==> config.mk <==
export PLATFORM = sky130hd
export DESIGN_NAME = tpg_pattern_top
export DESIGN_NICKNAME = d
export VERILOG_FILES = /design/src/tpg_pkg.sv /design/src/tpg_gen_if.sv /design/src/tpg_byte_source.sv /design/src/tpg_pattern_top.sv
export SDC_FILE = /design/constraint.sdc
export NUM_CORES = 1
export LEC_CHECK = 0
export ABC_AREA = 1
export BUFFER_PORTS_ARGS = -buffer_cell sky130_fd_sc_hd__buf_2
export CAP_MARGIN = 10
export CORE_MARGIN = 4
export CORE_UTILIZATION = 53
export CTS_CLUSTER_SIZE = 30
export DETAILED_ROUTE_END_ITERATION = 6
export PLACE_DENSITY = 0.73
export SLEW_MARGIN = 40
export SYNTH_ARGS = -nofsm -noshare
export SYNTH_HDL_FRONTEND = slang
export SYNTH_SLANG_ARGS = --single-unit
==> constraint.sdc <==
create_clock -name CLK -period 2.76 [get_ports CLK]
set_input_delay 0.414 -clock CLK [delete_from_list [all_inputs] [get_ports CLK]]
set_output_delay 0.414 -clock CLK [all_outputs]
set_load 0.05 [all_outputs]
==> src/tpg_pkg.sv <==
// Purpose: shared constants and types of the test pattern generator
// Assumes: byte-wide register port, 100 MHz clock
// Notes:   page 0 offsets double as indices of the register array
package tpg_pkg;
   // main-map offsets of the indirect window
   localparam logic [7:0] MAIN_IND_CTL   = 8'hB0;
   localparam logic [7:0] MAIN_IND_ADDR  = 8'hB1;
   localparam logic [7:0] MAIN_IND_DATA  = 8'hB2;
   localparam int         IND_AUTOINC    = 1;
   localparam int         IND_SEL_LSB    = 2;
   localparam int         IND_SEL_MSB    = 5;
   localparam logic [7:0] IND_CTL_MASK   = 8'h3E;
   localparam logic [7:0] IND_CTL_RESET  = 8'h00;
   localparam logic [7:0] IND_OFS_RESET  = 8'h00;
   localparam logic [3:0] PAGE_PGEN      = 4'h0;
   // page 0 offsets
   localparam int OFS_CONTROL  = 1;
   localparam int OFS_CONFIG   = 2;
   localparam int OFS_IDENT    = 3;
   localparam int OFS_LINE_HI  = 4;
   localparam int OFS_LINE_LO  = 5;
   localparam int OFS_BAR_HI   = 6;
   localparam int OFS_BAR_LO   = 7;
   localparam int OFS_ACT_HI   = 8;
   localparam int OFS_ACT_LO   = 9;
   localparam int OFS_FRAME_HI = 10;
   localparam int OFS_FRAME_LO = 11;
   localparam int PAGE_REGS    = 12;
   // field positions
   localparam int CTL_ENABLE_BIT = 0;
   localparam int CFG_SOLID_BIT  = 7;
   localparam int CFG_BARS_MSB   = 5;
   localparam int CFG_BARS_LSB   = 4;
   localparam int CFG_BLOCK_MSB  = 3;
   localparam int CFG_BLOCK_LSB  = 0;
   localparam int ID_VC_MSB      = 7;
   localparam int ID_VC_LSB      = 6;
   localparam int ID_DT_MSB      = 5;
   localparam int ID_DT_LSB      = 0;
   // reset values, index is the page offset
   localparam logic [7:0] PAGE_RESET [PAGE_REGS] = '{
      8'h00, 8'h00, 8'h33, 8'h24, 8'h07, 8'h80,
      8'h00, 8'hF0, 8'h01, 8'hE0, 8'h02, 8'h0D};
   // byte values of bars and fixed blocks
   localparam logic [7:0] COLOR_TABLE [16] = '{
      8'hAA, 8'h33, 8'hF0, 8'h0F, 8'h55, 8'hCC, 8'hFF, 8'h00,
      8'h11, 8'h22, 8'h44, 8'h88, 8'h66, 8'h99, 8'h77, 8'hEE};
   // idle slot between lines
   localparam int CLK_PERIOD_NS = 10;
   localparam int LINE_GAP_NS   = 80;
   localparam int GAP_CYCLES    = (LINE_GAP_NS + CLK_PERIOD_NS - 1)
                                  / CLK_PERIOD_NS;
   localparam int GAP_W         = $clog2(GAP_CYCLES + 1);
   typedef enum logic [1:0] {
      TPG_KIND_FS   = 2'h0,
      TPG_KIND_FE   = 2'h1,
      TPG_KIND_LINE = 2'h2
   } tpg_kind_e;
   typedef enum logic [2:0] {
      TPG_IDLE  = 3'b000,
      TPG_FS    = 3'b001,
      TPG_GAP   = 3'b011,
      TPG_LINE  = 3'b010,
      TPG_BLANK = 3'b110,
      TPG_FE    = 3'b111
   } tpg_state_e;
   // index of the last bar for a bar count code
   function automatic logic [2:0] tpg_bar_last(input logic [1:0] code);
      tpg_bar_last = 3'((4'h1 << code) - 4'h1);
   endfunction
endpackage

==> src/tpg_gen_if.sv <==
// Purpose: link between frame sequencer and byte source
// Assumes: one clock, signals change on its rising edge
// Notes:   data is combinational from the source state
`timescale 1ns/100ps
`default_nettype none
interface tpg_gen_if;
   logic        line_start;
   logic        step;
   logic        solid;
   logic [1:0]  bar_code;
   logic [15:0] bar_len;
   logic [3:0]  block_size;
   logic [7:0]  data;
   modport ctrl (output line_start, step, solid, bar_code, bar_len,
                 block_size, input data);
   modport gen  (input line_start, step, solid, bar_code, bar_len,
                 block_size, output data);
endinterface
`default_nettype wire

==> src/tpg_byte_source.sv <==
// Purpose: byte values of bar and fixed block patterns
// Assumes: line_start comes before the first step of a line
// Notes:   block size 0 behaves as size 1
`timescale 1ns/100ps
`default_nettype none
module tpg_byte_source (
   input  wire logic clk,
   input  wire logic rst,
   tpg_gen_if.gen    g
);
   logic [2:0]  bar_idx;
   logic [15:0] bar_pos;
   logic [3:0]  blk_pos;
   logic [2:0]  next_bar_idx;
   logic [15:0] next_bar_pos;
   logic [3:0]  next_blk_pos;
   logic [2:0]  last_bar;

   assign last_bar = tpg_pkg::tpg_bar_last(g.bar_code);
   // solid blocks or bars pick the byte
   assign g.data = g.solid ? tpg_pkg::COLOR_TABLE[blk_pos]
                           : tpg_pkg::COLOR_TABLE[{1'b0, bar_idx}];

   // position within bar and block
   always_comb begin
      next_bar_idx = bar_idx;
      next_bar_pos = bar_pos;
      next_blk_pos = blk_pos;
      if (g.line_start) begin
         next_bar_idx = 3'h0;
         next_bar_pos = 16'h0000;
         next_blk_pos = 4'h0;
      end else if (g.step) begin
         if (g.solid) begin
            if (blk_pos + 4'h1 >= g.block_size) begin
               next_blk_pos = 4'h0;
            end else begin
               next_blk_pos = blk_pos + 4'h1;
            end
         end else if (bar_pos + 16'h0001 >= g.bar_len &&
                      bar_idx < last_bar) begin
            next_bar_idx = bar_idx + 3'h1;
            next_bar_pos = 16'h0000;
         end else begin
            next_bar_pos = bar_pos + 16'h0001; // last bar fills the rest
         end
      end
   end

   always_ff @(posedge clk) begin
      if (rst) begin
         bar_idx <= 3'h0;
         bar_pos <= 16'h0000;
         blk_pos <= 4'h0;
      end else begin
         bar_idx <= next_bar_idx;
         bar_pos <= next_bar_pos;
         blk_pos <= next_blk_pos;
      end
   end
endmodule // tpg_byte_source
`default_nettype wire

==> src/tpg_pattern_top.sv <==
// Purpose: test pattern frame generator behind an indirect window
// Assumes: register port driven by logic on CLK; sink never stalls
// Notes:   a frame in flight completes after the enable is cleared
// Function
// - frames start when the enable bit is 1; none while 0, reset 0
// - config bit 7 picks bars at 0 or fixed color blocks at 1
// - bar count code 00,01,10,11 gives 1,2,4,8 bars; reset 3
// - fixed blocks are 1 to 15 bytes from config bits 3:0; reset 3
// - identifier bits 7:6 are the virtual channel of every packet
// - identifier bits 5:0 are the data type, reset 0x24
// - each active line carries the 16-bit line length in bytes
// - bars except the last are bar length bytes; last fills the line
// - active lines per frame come from a 16-bit count, reset 480
// - total lines per frame include blanking; high byte at 0x0A
// - generator registers sit in page 0; window at 0xB0 to 0xB2
`timescale 1ns/100ps
`default_nettype none
module tpg_pattern_top (
   input  wire logic        CLK,
   input  wire logic        RST,
   input  wire logic        REG_WR,
   input  wire logic        REG_RD,
   input  wire logic [7:0]  REG_ADDR,
   input  wire logic [7:0]  REG_WDATA,
   output logic      [7:0]  REG_RDATA,
   output logic             PKT_STROBE,
   output logic      [1:0]  PKT_KIND,
   output logic      [1:0]  PKT_VC,
   output logic      [5:0]  PKT_DT,
   output logic      [15:0] PKT_WC,
   output logic             BYTE_VALID,
   output logic      [7:0]  BYTE_DATA,
   output logic             BYTE_LAST
);
   localparam int GAP_W_L = tpg_pkg::GAP_W;
   localparam logic [GAP_W_L-1:0] GAP_END = GAP_W_L'(tpg_pkg::GAP_CYCLES - 1);

   tpg_gen_if g ();

   logic [7:0]  ind_ctl;
   logic [7:0]  ind_ofs;
   logic [7:0]  pg [tpg_pkg::PAGE_REGS];
   logic [7:0]  next_ind_ctl;
   logic [7:0]  next_ind_ofs;
   logic [7:0]  next_pg [tpg_pkg::PAGE_REGS];
   logic [7:0]  next_rdata;
   logic        page0;
   logic        ofs_valid;
   logic        data_hit;
   logic        generator_on;
   logic [1:0]  packet_virtual_channel;
   logic [5:0]  packet_data_type;
   logic [15:0] line_length_bytes;
   logic [15:0] active_line_count;
   logic [15:0] frame_line_count;

   tpg_pkg::tpg_state_e state;
   tpg_pkg::tpg_state_e next_state;
   logic [15:0] line_no;
   logic [15:0] byte_cnt;
   logic [GAP_W_L-1:0] gap_cnt;
   logic [15:0] next_line_no;
   logic [15:0] next_byte_cnt;
   logic [GAP_W_L-1:0] next_gap_cnt;
   logic        next_strobe;
   logic [1:0]  next_kind;
   logic [15:0] next_wc;
   logic        next_bvalid;
   logic        next_blast;
   logic        start_line;
   logic        step;

   // configuration fields
   assign generator_on = pg[tpg_pkg::OFS_CONTROL][tpg_pkg::CTL_ENABLE_BIT];
   assign packet_virtual_channel =
      pg[tpg_pkg::OFS_IDENT][tpg_pkg::ID_VC_MSB:tpg_pkg::ID_VC_LSB];
   assign packet_data_type =
      pg[tpg_pkg::OFS_IDENT][tpg_pkg::ID_DT_MSB:tpg_pkg::ID_DT_LSB];
   assign line_length_bytes = {pg[tpg_pkg::OFS_LINE_HI],
                               pg[tpg_pkg::OFS_LINE_LO]};
   assign active_line_count = {pg[tpg_pkg::OFS_ACT_HI],
                               pg[tpg_pkg::OFS_ACT_LO]};
   assign frame_line_count = {pg[tpg_pkg::OFS_FRAME_HI],
                              pg[tpg_pkg::OFS_FRAME_LO]};

   // byte source hookup
   assign g.line_start = start_line;
   assign g.step       = step;
   assign g.solid      = pg[tpg_pkg::OFS_CONFIG][tpg_pkg::CFG_SOLID_BIT];
   assign g.bar_code   =
      pg[tpg_pkg::OFS_CONFIG][tpg_pkg::CFG_BARS_MSB:tpg_pkg::CFG_BARS_LSB];
   assign g.block_size =
      pg[tpg_pkg::OFS_CONFIG][tpg_pkg::CFG_BLOCK_MSB:tpg_pkg::CFG_BLOCK_LSB];
   assign g.bar_len    = {pg[tpg_pkg::OFS_BAR_HI], pg[tpg_pkg::OFS_BAR_LO]};

   tpg_byte_source u_src (
      .clk (CLK),
      .rst (RST),
      .g   (g.gen)
   );

   // indirect window decode
   assign page0 = ind_ctl[tpg_pkg::IND_SEL_MSB:tpg_pkg::IND_SEL_LSB]
                  == tpg_pkg::PAGE_PGEN;
   assign ofs_valid = ind_ofs != 8'h00 &&
                      ind_ofs < 8'(tpg_pkg::PAGE_REGS);
   assign data_hit = REG_ADDR == tpg_pkg::MAIN_IND_DATA;

   // register window next values
   always_comb begin
      next_ind_ctl = ind_ctl;
      next_ind_ofs = ind_ofs;
      next_pg      = pg;
      next_rdata   = REG_RDATA;
      if (REG_WR) begin
         if (REG_ADDR == tpg_pkg::MAIN_IND_CTL) begin
            next_ind_ctl = REG_WDATA & tpg_pkg::IND_CTL_MASK;
         end
         if (REG_ADDR == tpg_pkg::MAIN_IND_ADDR) begin
            next_ind_ofs = REG_WDATA;
         end
         if (data_hit && page0 && ofs_valid) begin
            next_pg[ind_ofs[3:0]] = REG_WDATA;
         end
      end
      if (REG_RD) begin
         unique case (REG_ADDR)
            tpg_pkg::MAIN_IND_CTL:  next_rdata = ind_ctl;
            tpg_pkg::MAIN_IND_ADDR: next_rdata = ind_ofs;
            tpg_pkg::MAIN_IND_DATA:
               next_rdata = (page0 && ofs_valid) ? pg[ind_ofs[3:0]]
                                                 : 8'h00;
            default:                next_rdata = 8'h00;
         endcase
      end
      if ((REG_WR || REG_RD) && data_hit &&
          ind_ctl[tpg_pkg::IND_AUTOINC]) begin
         next_ind_ofs = ind_ofs + 8'h01;
      end
   end

   always_ff @(posedge CLK) begin
      if (RST) begin
         ind_ctl   <= tpg_pkg::IND_CTL_RESET;
         ind_ofs   <= tpg_pkg::IND_OFS_RESET;
         pg        <= tpg_pkg::PAGE_RESET;
         REG_RDATA <= 8'h00;
      end else begin
         ind_ctl   <= next_ind_ctl;
         ind_ofs   <= next_ind_ofs;
         pg        <= next_pg;
         REG_RDATA <= next_rdata;
      end
   end

   // frame sequencer next values
   always_comb begin
      next_state    = state;
      next_line_no  = line_no;
      next_byte_cnt = byte_cnt;
      next_gap_cnt  = gap_cnt;
      next_strobe   = 1'b0;
      next_kind     = PKT_KIND;
      next_wc       = PKT_WC;
      next_bvalid   = 1'b0;
      next_blast    = 1'b0;
      start_line    = 1'b0;
      step          = 1'b0;
      unique case (state)
         tpg_pkg::TPG_IDLE: begin
            if (generator_on) begin
               next_state = tpg_pkg::TPG_FS;
            end
         end
         tpg_pkg::TPG_FS: begin
            next_strobe  = 1'b1;
            next_kind    = tpg_pkg::TPG_KIND_FS;
            next_wc      = 16'h0000;
            next_line_no = 16'h0000;
            next_gap_cnt = '0;
            next_state   = tpg_pkg::TPG_GAP;
         end
         tpg_pkg::TPG_GAP: begin
            next_gap_cnt = gap_cnt + 1'b1;
            if (gap_cnt == GAP_END) begin
               next_gap_cnt  = '0;
               next_byte_cnt = 16'h0000;
               if (line_no < active_line_count) begin
                  next_state  = tpg_pkg::TPG_LINE;
                  next_strobe = 1'b1;
                  next_kind   = tpg_pkg::TPG_KIND_LINE;
                  next_wc     = line_length_bytes;
                  start_line  = 1'b1;
               end else if (line_no < frame_line_count) begin
                  next_state = tpg_pkg::TPG_BLANK;
               end else begin
                  next_state = tpg_pkg::TPG_FE;
               end
            end
         end
         tpg_pkg::TPG_LINE, tpg_pkg::TPG_BLANK: begin
            if (byte_cnt >= line_length_bytes) begin
               next_line_no = line_no + 16'h0001;
               next_state   = tpg_pkg::TPG_GAP;
            end else begin
               next_byte_cnt = byte_cnt + 16'h0001;
               if (state == tpg_pkg::TPG_LINE) begin
                  step        = 1'b1;
                  next_bvalid = 1'b1;
                  next_blast  = byte_cnt + 16'h0001 == line_length_bytes;
               end
            end
         end
         tpg_pkg::TPG_FE: begin
            next_strobe = 1'b1;
            next_kind   = tpg_pkg::TPG_KIND_FE;
            next_wc     = 16'h0000;
            next_state  = generator_on ? tpg_pkg::TPG_FS
                                       : tpg_pkg::TPG_IDLE;
         end
         default: next_state = tpg_pkg::TPG_IDLE;
      endcase
   end

   // sequencer and output flops
   always_ff @(posedge CLK) begin
      if (RST) begin
         state      <= tpg_pkg::TPG_IDLE;
         line_no    <= 16'h0000;
         byte_cnt   <= 16'h0000;
         gap_cnt    <= '0;
         PKT_STROBE <= 1'b0;
         PKT_KIND   <= tpg_pkg::TPG_KIND_FS;
         PKT_VC     <= 2'h0;
         PKT_DT     <= 6'h00;
         PKT_WC     <= 16'h0000;
         BYTE_VALID <= 1'b0;
         BYTE_DATA  <= 8'h00;
         BYTE_LAST  <= 1'b0;
      end else begin
         state      <= next_state;
         line_no    <= next_line_no;
         byte_cnt   <= next_byte_cnt;
         gap_cnt    <= next_gap_cnt;
         PKT_STROBE <= next_strobe;
         PKT_KIND   <= next_kind;
         PKT_VC     <= packet_virtual_channel;
         PKT_DT     <= packet_data_type;
         PKT_WC     <= next_wc;
         BYTE_VALID <= next_bvalid;
         BYTE_DATA  <= step ? g.data : BYTE_DATA;
         BYTE_LAST  <= next_blast;
      end
   end
endmodule // tpg_pattern_top
`default_nettype wire

==> metrics.md, run 1 <==
| Metric | Value |
|---|---|
| Largest net degree at the start of global routing | 102 |
| Post-DR wirelength/cell | ~17 um |
| # diodes | 0 |
| Initial Utilization | 53.59% |
| F_max | 0.3459 GHz |
| # H-tree levels | 1 |
| DRC violations left | 0 |
| Fin Clk Skew | approximately 0.011 ns |
| Slew @ Worst Pin | 0.8692 ns |
| Yosys cell types | 50 |
| First-pass GRT wire length | between 50000 and 60000 um |
| Antenna Nets Post-Route | 0 |
| Core Box Area | 23400 um^2 |
| PnR worst setup slack | -0.1306 ns |
| 1st-pass router iterations | 5 |
| Final core area utilization | 62.21% |
| Worst-path maximum fanout | 8 |
| Fillcell total | 2168 |
| Pre-CTS WS | -0.1187 ns |
| Leading cell type in the layout, fill and taps excluded | nand2_1 |
| Synth Flop Type | dfxtp_1 |
| Crit-path cells | inv_1 > nor4_2 > nand3_1 > xor2_1 > inv_1 > ha_1 > nand2_1 > nor4_4 > nand3_1 > nand3_1 > nand2_2 > buf_6 > nand3_1 > a21oi_1 |
| LEAKAGE | roughly 6.3 nW |
| Metal3 WL | 2935 um |
| Max-slew headroom | 42.05% |
| DR top layer | met4 |
| Setup TNS | -2.055 ns |
| Final Cell Area | between 10000 and 15000 um^2 |
| Die height | 161.8 um |
| Power per cell area | between 500 and 600 nW/um^2 |
| Crit. End Element | flop |
| Synth Cell Area | about 13000 um^2 |
| Nets@finish | 2001 |
| Vias/cell | ~5.6 |
| Critical setup path kind | reg2reg |
| Worst Hold Class | in2reg |
| TritonCTS clock tree | yes |
| Worst setup SP type | flop |
| Grt ovf | 0 |
| Yosys warns | 0 |
| Io pins | between 60 and 70 |
| Worst stage delay on the critical path | 0.37 ns |
| Hold Crit Depth | 2 |
| Root buf cell | clkbuf_16 |
| CTS Buf Count | 24 |
| FP Rows | 56 |
| 1st-iter DRT viols | 1290 |
| Status | complete, but fails checks |
| Final std cells w/o fill | 2230 |
| Total Routing Usage GR | between 20 and 30% |
| Ranking of synthesized cells by area | dfxtp_1, nand2_1, a21oi_1, ha_1, inv_1 |
| Cells after DPL | between 2k and 2.5k |
| Total clock sinks | around 220 |
| Post-synthesis async set-or-reset flop share | 0% |
| Maximum vdd drop | about 0.52 mV |
| Biggest area consumer among synthesized cells | dfxtp_1 |
| CP most frequent cell | nand3_1 |
| R2r setup slk | -0.13 ns |
| Setup violators final | 19 |
| Routed WL | 37640 um |
| CP arrival | 3.30 ns |
| Mapped Nets | roughly 1.9k |
| Final Hold Vio Count | 0 |
| Number of synthesized flops with an enable pin | 0 |
| Violated checks | setup timing |
| Register-to-Register Path Depth | 14 |
| Critical Path RT | about 3.2 ns |
| Commonest cells after routing, fill and taps aside | nand2_1, a21oi_1, dfxtp_1 |
| Die X | 161.8 um |
| P&R area growth vs syn | 16.08% |
| Share of the synthesized area in the top cell type | 34.48% |
| Vias in the first global route | 11.66k |
| Bufs on Longest Clock Path | 3 |
| Number of port buffers | 64 |
| Flops & latches, synth | 216 |
| Total power | 8.309 mW |
| Die area | around 26000 um^2 |
| Slowest cell on the critical path | nor4_2 |
| Fin crit share | 104.7% |
| Initial antenna violation count | 0 |
| Slew Limit Fails | 0 |
| Clk pin slew, worst setup/hold paths | about 0.06 ns |
| GP Congestion | 0.9093 |
| Cells after Synth | 1811 |
| Via count | 12.44k |
| Clk Latency, worst-skew pair | 0.53 ns |
| Metal-1 WL | 16250 um |
| Length of routed met2 wiring | 17070 um |
| Hpwl dp | 26690 um |
| Final min period | 2.891 ns |
| Worst hold margin | 0.1263 ns |
| Avg Inst Size Synth | 6.925 um^2 |
| Placement Cell Area | around 13000 um^2 |
| Max-Cap Viols | 0 |
| RSZ-0062 raised after global routing | yes |
| Register area share after synthesis | 34.48% |
| Share of cells above drive strength 1 | around 14% |
flip-flops by register name (all words and copies together) (netlist names), 3 cells and up, named ones only:
name,cells
packet_data_type,6
u_src.bar_pos,16
ind_ctl,5
line_no,16
g.bar_len,16
frame_line_count,16
active_line_count,16
pg,16
REG_RDATA,8
PKT_WC,16
line_length_bytes,16
BYTE_DATA,8
PKT_DT,6
u_src.blk_pos,4
ind_ofs,8
g.block_size,4
u_src.bar_idx,3
gap_cnt,4
byte_cnt,16
synthesized netlist by cell type, drive strengths merged (2+ instances only):
library cell / number
xor2: 29
nor4: 5
nor3: 29
nand3b: 2
nand3: 122
dfxtp: 216
o21bai: 2
nor2: 164
o22ai: 5
o211ai: 25
inv: 210
ha: 87
clkinv: 3
clkbuf: 43
o221ai: 2
o21a: 4
xnor2: 7
nand2: 400
a31oi: 11
a21oi: 227
o21ai: 145
a21o: 2
or2: 3
buf: 33
nand4: 25
cells by family (layout without fill, tap and decap cells):
logic type | count (synthesis) | after routing | synth area share, %
AOI/OAI and AO/OA | 427 | 427 | 18.15
xor gates and xnor gates | 37 | 37 | 2.694
and+or+nand+nor | 755 | 755 | 26.80
buffers and inverters | 289 | 389 | 9.208
adders and majority gates | 87 | 87 | 8.679
DFF | 216 | 216 | 34.48
layout make-up:
type	count	area [um^2]	area share, %
clock buffer	32	650.6	4.469
tap	319	399.1	2.741
timing repair buffer	133	879.6	6.042
clock inverter	11	120.1	0.8250
sequential	216	4332	29.75
inverter	213	802.0	5.509
multi-input combinational	1306	7376	50.66
metal layers:
layer  vias up  track usage (%)
met5         -                0
met3       101            4.035
met1      5701            38.03
li1       6155                -
met4         0            9.919
met2       482            45.15
critical path: cells and delay by family, from the launching register on:
kind / cells / cell delay (ns)
xor gates and xnor gates: 1 / 0.24
DFF: 1 / 0.34
and+or+nand+nor: 8 / 1.36
buffers and inverters: 3 / 0.47
AOI/OAI and AO/OA: 1 / 0.06
adders and majority gates: 1 / 0.31
path summary, 6_finish.rpt:
kind	startpoint	to
worst max-delay path	u_src.bar_pos[5]$_SDFFE_PP0P_	u_src.bar_pos[11]$_SDFFE_PP0P_
worst min register to register	pg[90]$_SDFFE_PP0P_	pg[90]$_SDFFE_PP0P_
worst min-delay path	RST	BYTE_DATA[5]$_SDFFE_PP0P_
worst max register to register	u_src.bar_pos[5]$_SDFFE_PP0P_	u_src.bar_pos[11]$_SDFFE_PP0P_
what timing repair did:
item,in CTS,in global routing
gates resized for setup,20,48
setup buffers,1,4
endpoints found under the setup margin,18,19
hold buffers,0,0
pin swaps,14,26
power by group:
part | internal [mW] | switching (mW)
Clock | 1.85 | 1.34
Sequential | 3.26 | 0.128
Combinational | 0.538 | 1.20
Total | 5.64 | 2.67
Note: power is estimated with default switching activity, not from simulation.
==> run 2: changes to the inputs <==
- ABC_AREA: 1 -> unset
==> run 2 against run 1 <==
- the run still ends with setup timing left
- critical path depth down 1
- cell count down 16%
- global-route usage down 2.4 points
- count of clock-buffer cells in the layout up 2
- highest routed layer unchanged
==> metrics.md, run 2 <==
| Metric | Value |
|---|---|
| Post-synthesis async set-or-reset flop share | 0% (unchanged) |
| Ranking of synthesized cells by area | dfxtp_1, mux2i_1, ha_1, mux4_2, nand2_1 (was dfxtp_1, nand2_1, a21oi_1, ha_1, inv_1) |
| P&R area growth vs syn | 18.60% (was 16.08%) |
| Slew Limit Fails | 0 (unchanged) |
| Yosys cell types | 68 (was 50) |
| LEAKAGE | 5.762 nW (was 6.293 nW) |
| Avg Inst Size Synth | 8.662 um^2 (was 6.925 um^2) |
| Io pins | 65 (unchanged) |
| Vias/cell | 5.922 (was 5.578) |
| Power per cell area | 473.7 nW/um^2 (was 570.7 nW/um^2) |
| Mapped Nets | 1550 (was 1918) |
| GP Congestion | 0.9360 (was 0.9093) |
| Number of port buffers | 64 (unchanged) |
| Clk Latency, worst-skew pair | 0.53 ns (about the same) |
| Synth Flop Type | dfxtp_1 (unchanged) |
| Leading cell type in the layout, fill and taps excluded | dfxtp_1 (was nand2_1) |
| PnR worst setup slack | -0.3495 ns (was -0.1306 ns) |
| Yosys warns | 0 (unchanged) |
| Post-Synth Adder-Cell Area | 8.709% (was 8.679%) |
| Max-slew headroom | 53.70% (was 42.05%) |
| Biggest area consumer among synthesized cells | dfxtp_1 (unchanged) |
| CTS Buf Count | 24 (unchanged) |
| Nets@finish | 1654 (was 2001) |
| Via count | 11.12k (was 12.44k) |
| Cells after Synth | 1443 (was 1811) |
| Multiplexer area fraction after synthesis | 13.91% (was 0%) |
| 1st-pass router iterations | 7 (was 5) |
| Crit. End Element | flop (unchanged) |
| Largest family of logic cells by synthesized area | simple AND/OR/NAND/NOR gates (unchanged) |
| Critical setup path kind | reg2reg (unchanged) |
| TritonCTS clock tree | yes (unchanged) |
| F_max | 0.3216 GHz (was 0.3459 GHz) |
| Hpwl dp | 24240 um (was 26690 um) |
| Routed WL | 34360 um (was 37640 um) |
| Worst-path maximum fanout | 7 (was 8) |
| Final Hold Vio Count | 0 (unchanged) |
| Grt ovf | 0 (unchanged) |
| Fin crit share | 112.7% (was 104.7%) |
| Final Cell Area | 14820 um^2 (was 14560 um^2) |
| Initial antenna violation count | 0 (unchanged) |
| Bufs on Longest Clock Path | 3 (unchanged) |
| FP Rows | 55 (was 56) |
| Number of synthesized flops with an enable pin | 0 (unchanged) |
| Worst Hold Class | in2reg (unchanged) |
| Register area share after synthesis | 34.59% (was 34.48%) |
| Total Routing Usage GR | 25.46% (was 27.84%) |
| Flops & latches, synth | 216 (unchanged) |
| Largest net degree at the start of global routing | 95 (was 102) |
| Violated checks | setup timing (unchanged) |
| Die height | 161.6 um (was 161.8 um) |
| Pre-CTS WS | -0.4833 ns (was -0.1187 ns) |
| # diodes | 0 (unchanged) |
| Total clock sinks | 216 (unchanged) |
| First-pass GRT wire length | 55000 um (was 59890 um) |
| Worst hold margin | 0.2655 ns (was 0.1263 ns) |
| Hold Buf Count CTS | 0 (unchanged) |
| Synth Cell Area | 12500 um^2 (was 12540 um^2) |
| Fin Clk Skew | 0.01548 ns (was 0.01052 ns) |
| Core Box Area | 22920 um^2 (was 23400 um^2) |
| Vias in the first global route | 10.54k (was 11.66k) |
| Placement Cell Area | 13720 um^2 (was 13420 um^2) |
| Die area | 26100 um^2 (was 26190 um^2) |
| Critical Path RT | 3.20 ns (was 3.17 ns) |
| 1st-iter DRT viols | 816 (was 1290) |
| Share of the synthesized area in the top cell type | 34.59% (was 34.48%) |
| Clk pin slew, worst setup/hold paths | 0.06 ns (about the same) |
| CP arrival | 3.55 ns (was 3.30 ns) |
| Commonest cells after routing, fill and taps aside | dfxtp_1, nand2_1, nor2_1 (was nand2_1, a21oi_1, dfxtp_1) |
| Count leader, synth | dfxtp_1 (was nand2_1) |
| Post-DR wirelength/cell | 18.30 um (was 16.88 um) |
| Initial Utilization | 54.55% (was 53.59%) |
| Post-Synth Simple-Gate Area | 19.61% (was 26.80%) |
| Fillcell total | 1882 (was 2168) |
| Die X | 161.6 um (was 161.8 um) |
| Setup TNS | -5.379 ns (was -2.055 ns) |
| Root buf cell | clkbuf_16 (unchanged) |
| Status | complete, but fails checks (unchanged) |
| Share of cells above drive strength 1 | 19.57% (was 14.29%) |
| Maximum vdd drop | 0.5295 mV (was 0.5191 mV) |
| Final min period | 3.110 ns (was 2.891 ns) |
| Total power | 7.022 mW (was 8.309 mW) |
| Synth Area in XOR/XNOR | 2.663% (was 2.694%) |
| RSZ-0062 raised after global routing | yes (unchanged) |
| Max-Cap Viols | 0 (unchanged) |
| Synth top cells by count | dfxtp_1, nand2_1, nor2_1 (was nand2_1, a21oi_1, dfxtp_1) |
| DRC violations left | 0 (unchanged) |
| Antenna Nets Post-Route | 0 (unchanged) |
| # H-tree levels | 1 (unchanged) |
| Setup violators final | 19 (unchanged) |
| Worst setup SP type | flop (unchanged) |
| Synth Area in Compound Gates | 14.83% (was 18.15%) |
| Slew @ Worst Pin | 0.6882 ns (was 0.8692 ns) |
-- run 2: stage by stage --
| step | utilization, % | std cells |
|---|---|---|
| after CTS | 64.02 | 1874 |
| after floorplan | - | 1443 |
| after detailed placement | 59.86 | 1828 |
| after global routing | 64.69 | 1877 |
| after global placement | 59.86 | 1828 |
| final | 64.69 | 1877 |
-- run 2: worst paths after layout --
check	start	endpoint	slack, ns	cells past startpoint
worst min register to register	PKT_WC[1]$_SDFFE_PP0P_	PKT_WC[1]$_SDFFE_PP0P_	0.45	2
worst min-delay path	REG_RD	REG_RDATA[5]$_SDFFE_PP0P_	0.27	2
worst max register to register	u_src.bar_pos[1]$_SDFFE_PP0P_	u_src.bar_pos[9]$_SDFFE_PP0P_	-0.35	13
worst max-delay path	u_src.bar_pos[1]$_SDFFE_PP0P_	u_src.bar_pos[9]$_SDFFE_PP0P_	-0.35	13
-- run 2: cell families after synthesis --
group                      Yosys count
AOI/OAI and AO/OA                  289
xor gates and xnor gates            38
adders and majority gates           87
buffers and inverters              182
DFF                                216
muxes                              143
and+or+nand+nor                    488
-- run 2: power by group --
group | internal, mW | leakage (nW) | total, mW | switching [mW]
logic | 0.137 | 3.60 | 0.468 | 0.331
registers | 3.14 | 1.75 | 3.16 | 0.0150
clock network | 2.07 | 0.411 | 3.40 | 1.33
-- run 2: cell type report --
type	instances	area (um^2)	area share [%]
Tap cell	313	391.6	2.642
Clock buffer	34	708.2	4.777
Timing Repair Buffer	171	1216	8.204
Clock inverter	9	136.4	0.9200
Inverter	89	334.1	2.254
Multi-Input combinational cell	1045	7701	51.95
Sequential cell	216	4337	29.25
-- run 2: worst max-delay path: stages (launching register included) --
cell	delay, ns
dfxtp_4	0.37
nand3_4	0.06
or4_4	0.53
nand2b_4	0.17
xnor2_2	0.14
ha_1	0.29
a21o_1	0.17
a211oi_2	0.25
o211ai_1	0.17
o211ai_2	0.28
buf_6	0.16
buf_6	0.13
a211oi_2	0.07
o32ai_1	0.23
-- run 2: layer usage --
metal | up-vias | part of all wire [%] | wire length, um | track usage (%)
met5 | - | 0 | 0 | 0
met3 | 70 | 5.5 | 1887 | 2.858
met1 | 5306 | 45 | 15420 | 34.58
met2 | 345 | 47 | 16000 | 42.84
li1 | 5394 | - | - | -
met4 | 0 | 3.0 | 1047 | 7.716
-- run 2: what timing repair did --
| action | in CTS | in global routing |
|---|---|---|
| endpoints found under the setup margin | 19 | 46 |
| setup buffers | 5 | 3 |
| pin swaps | 14 | 15 |
| resized for setup | 15 | 27 |
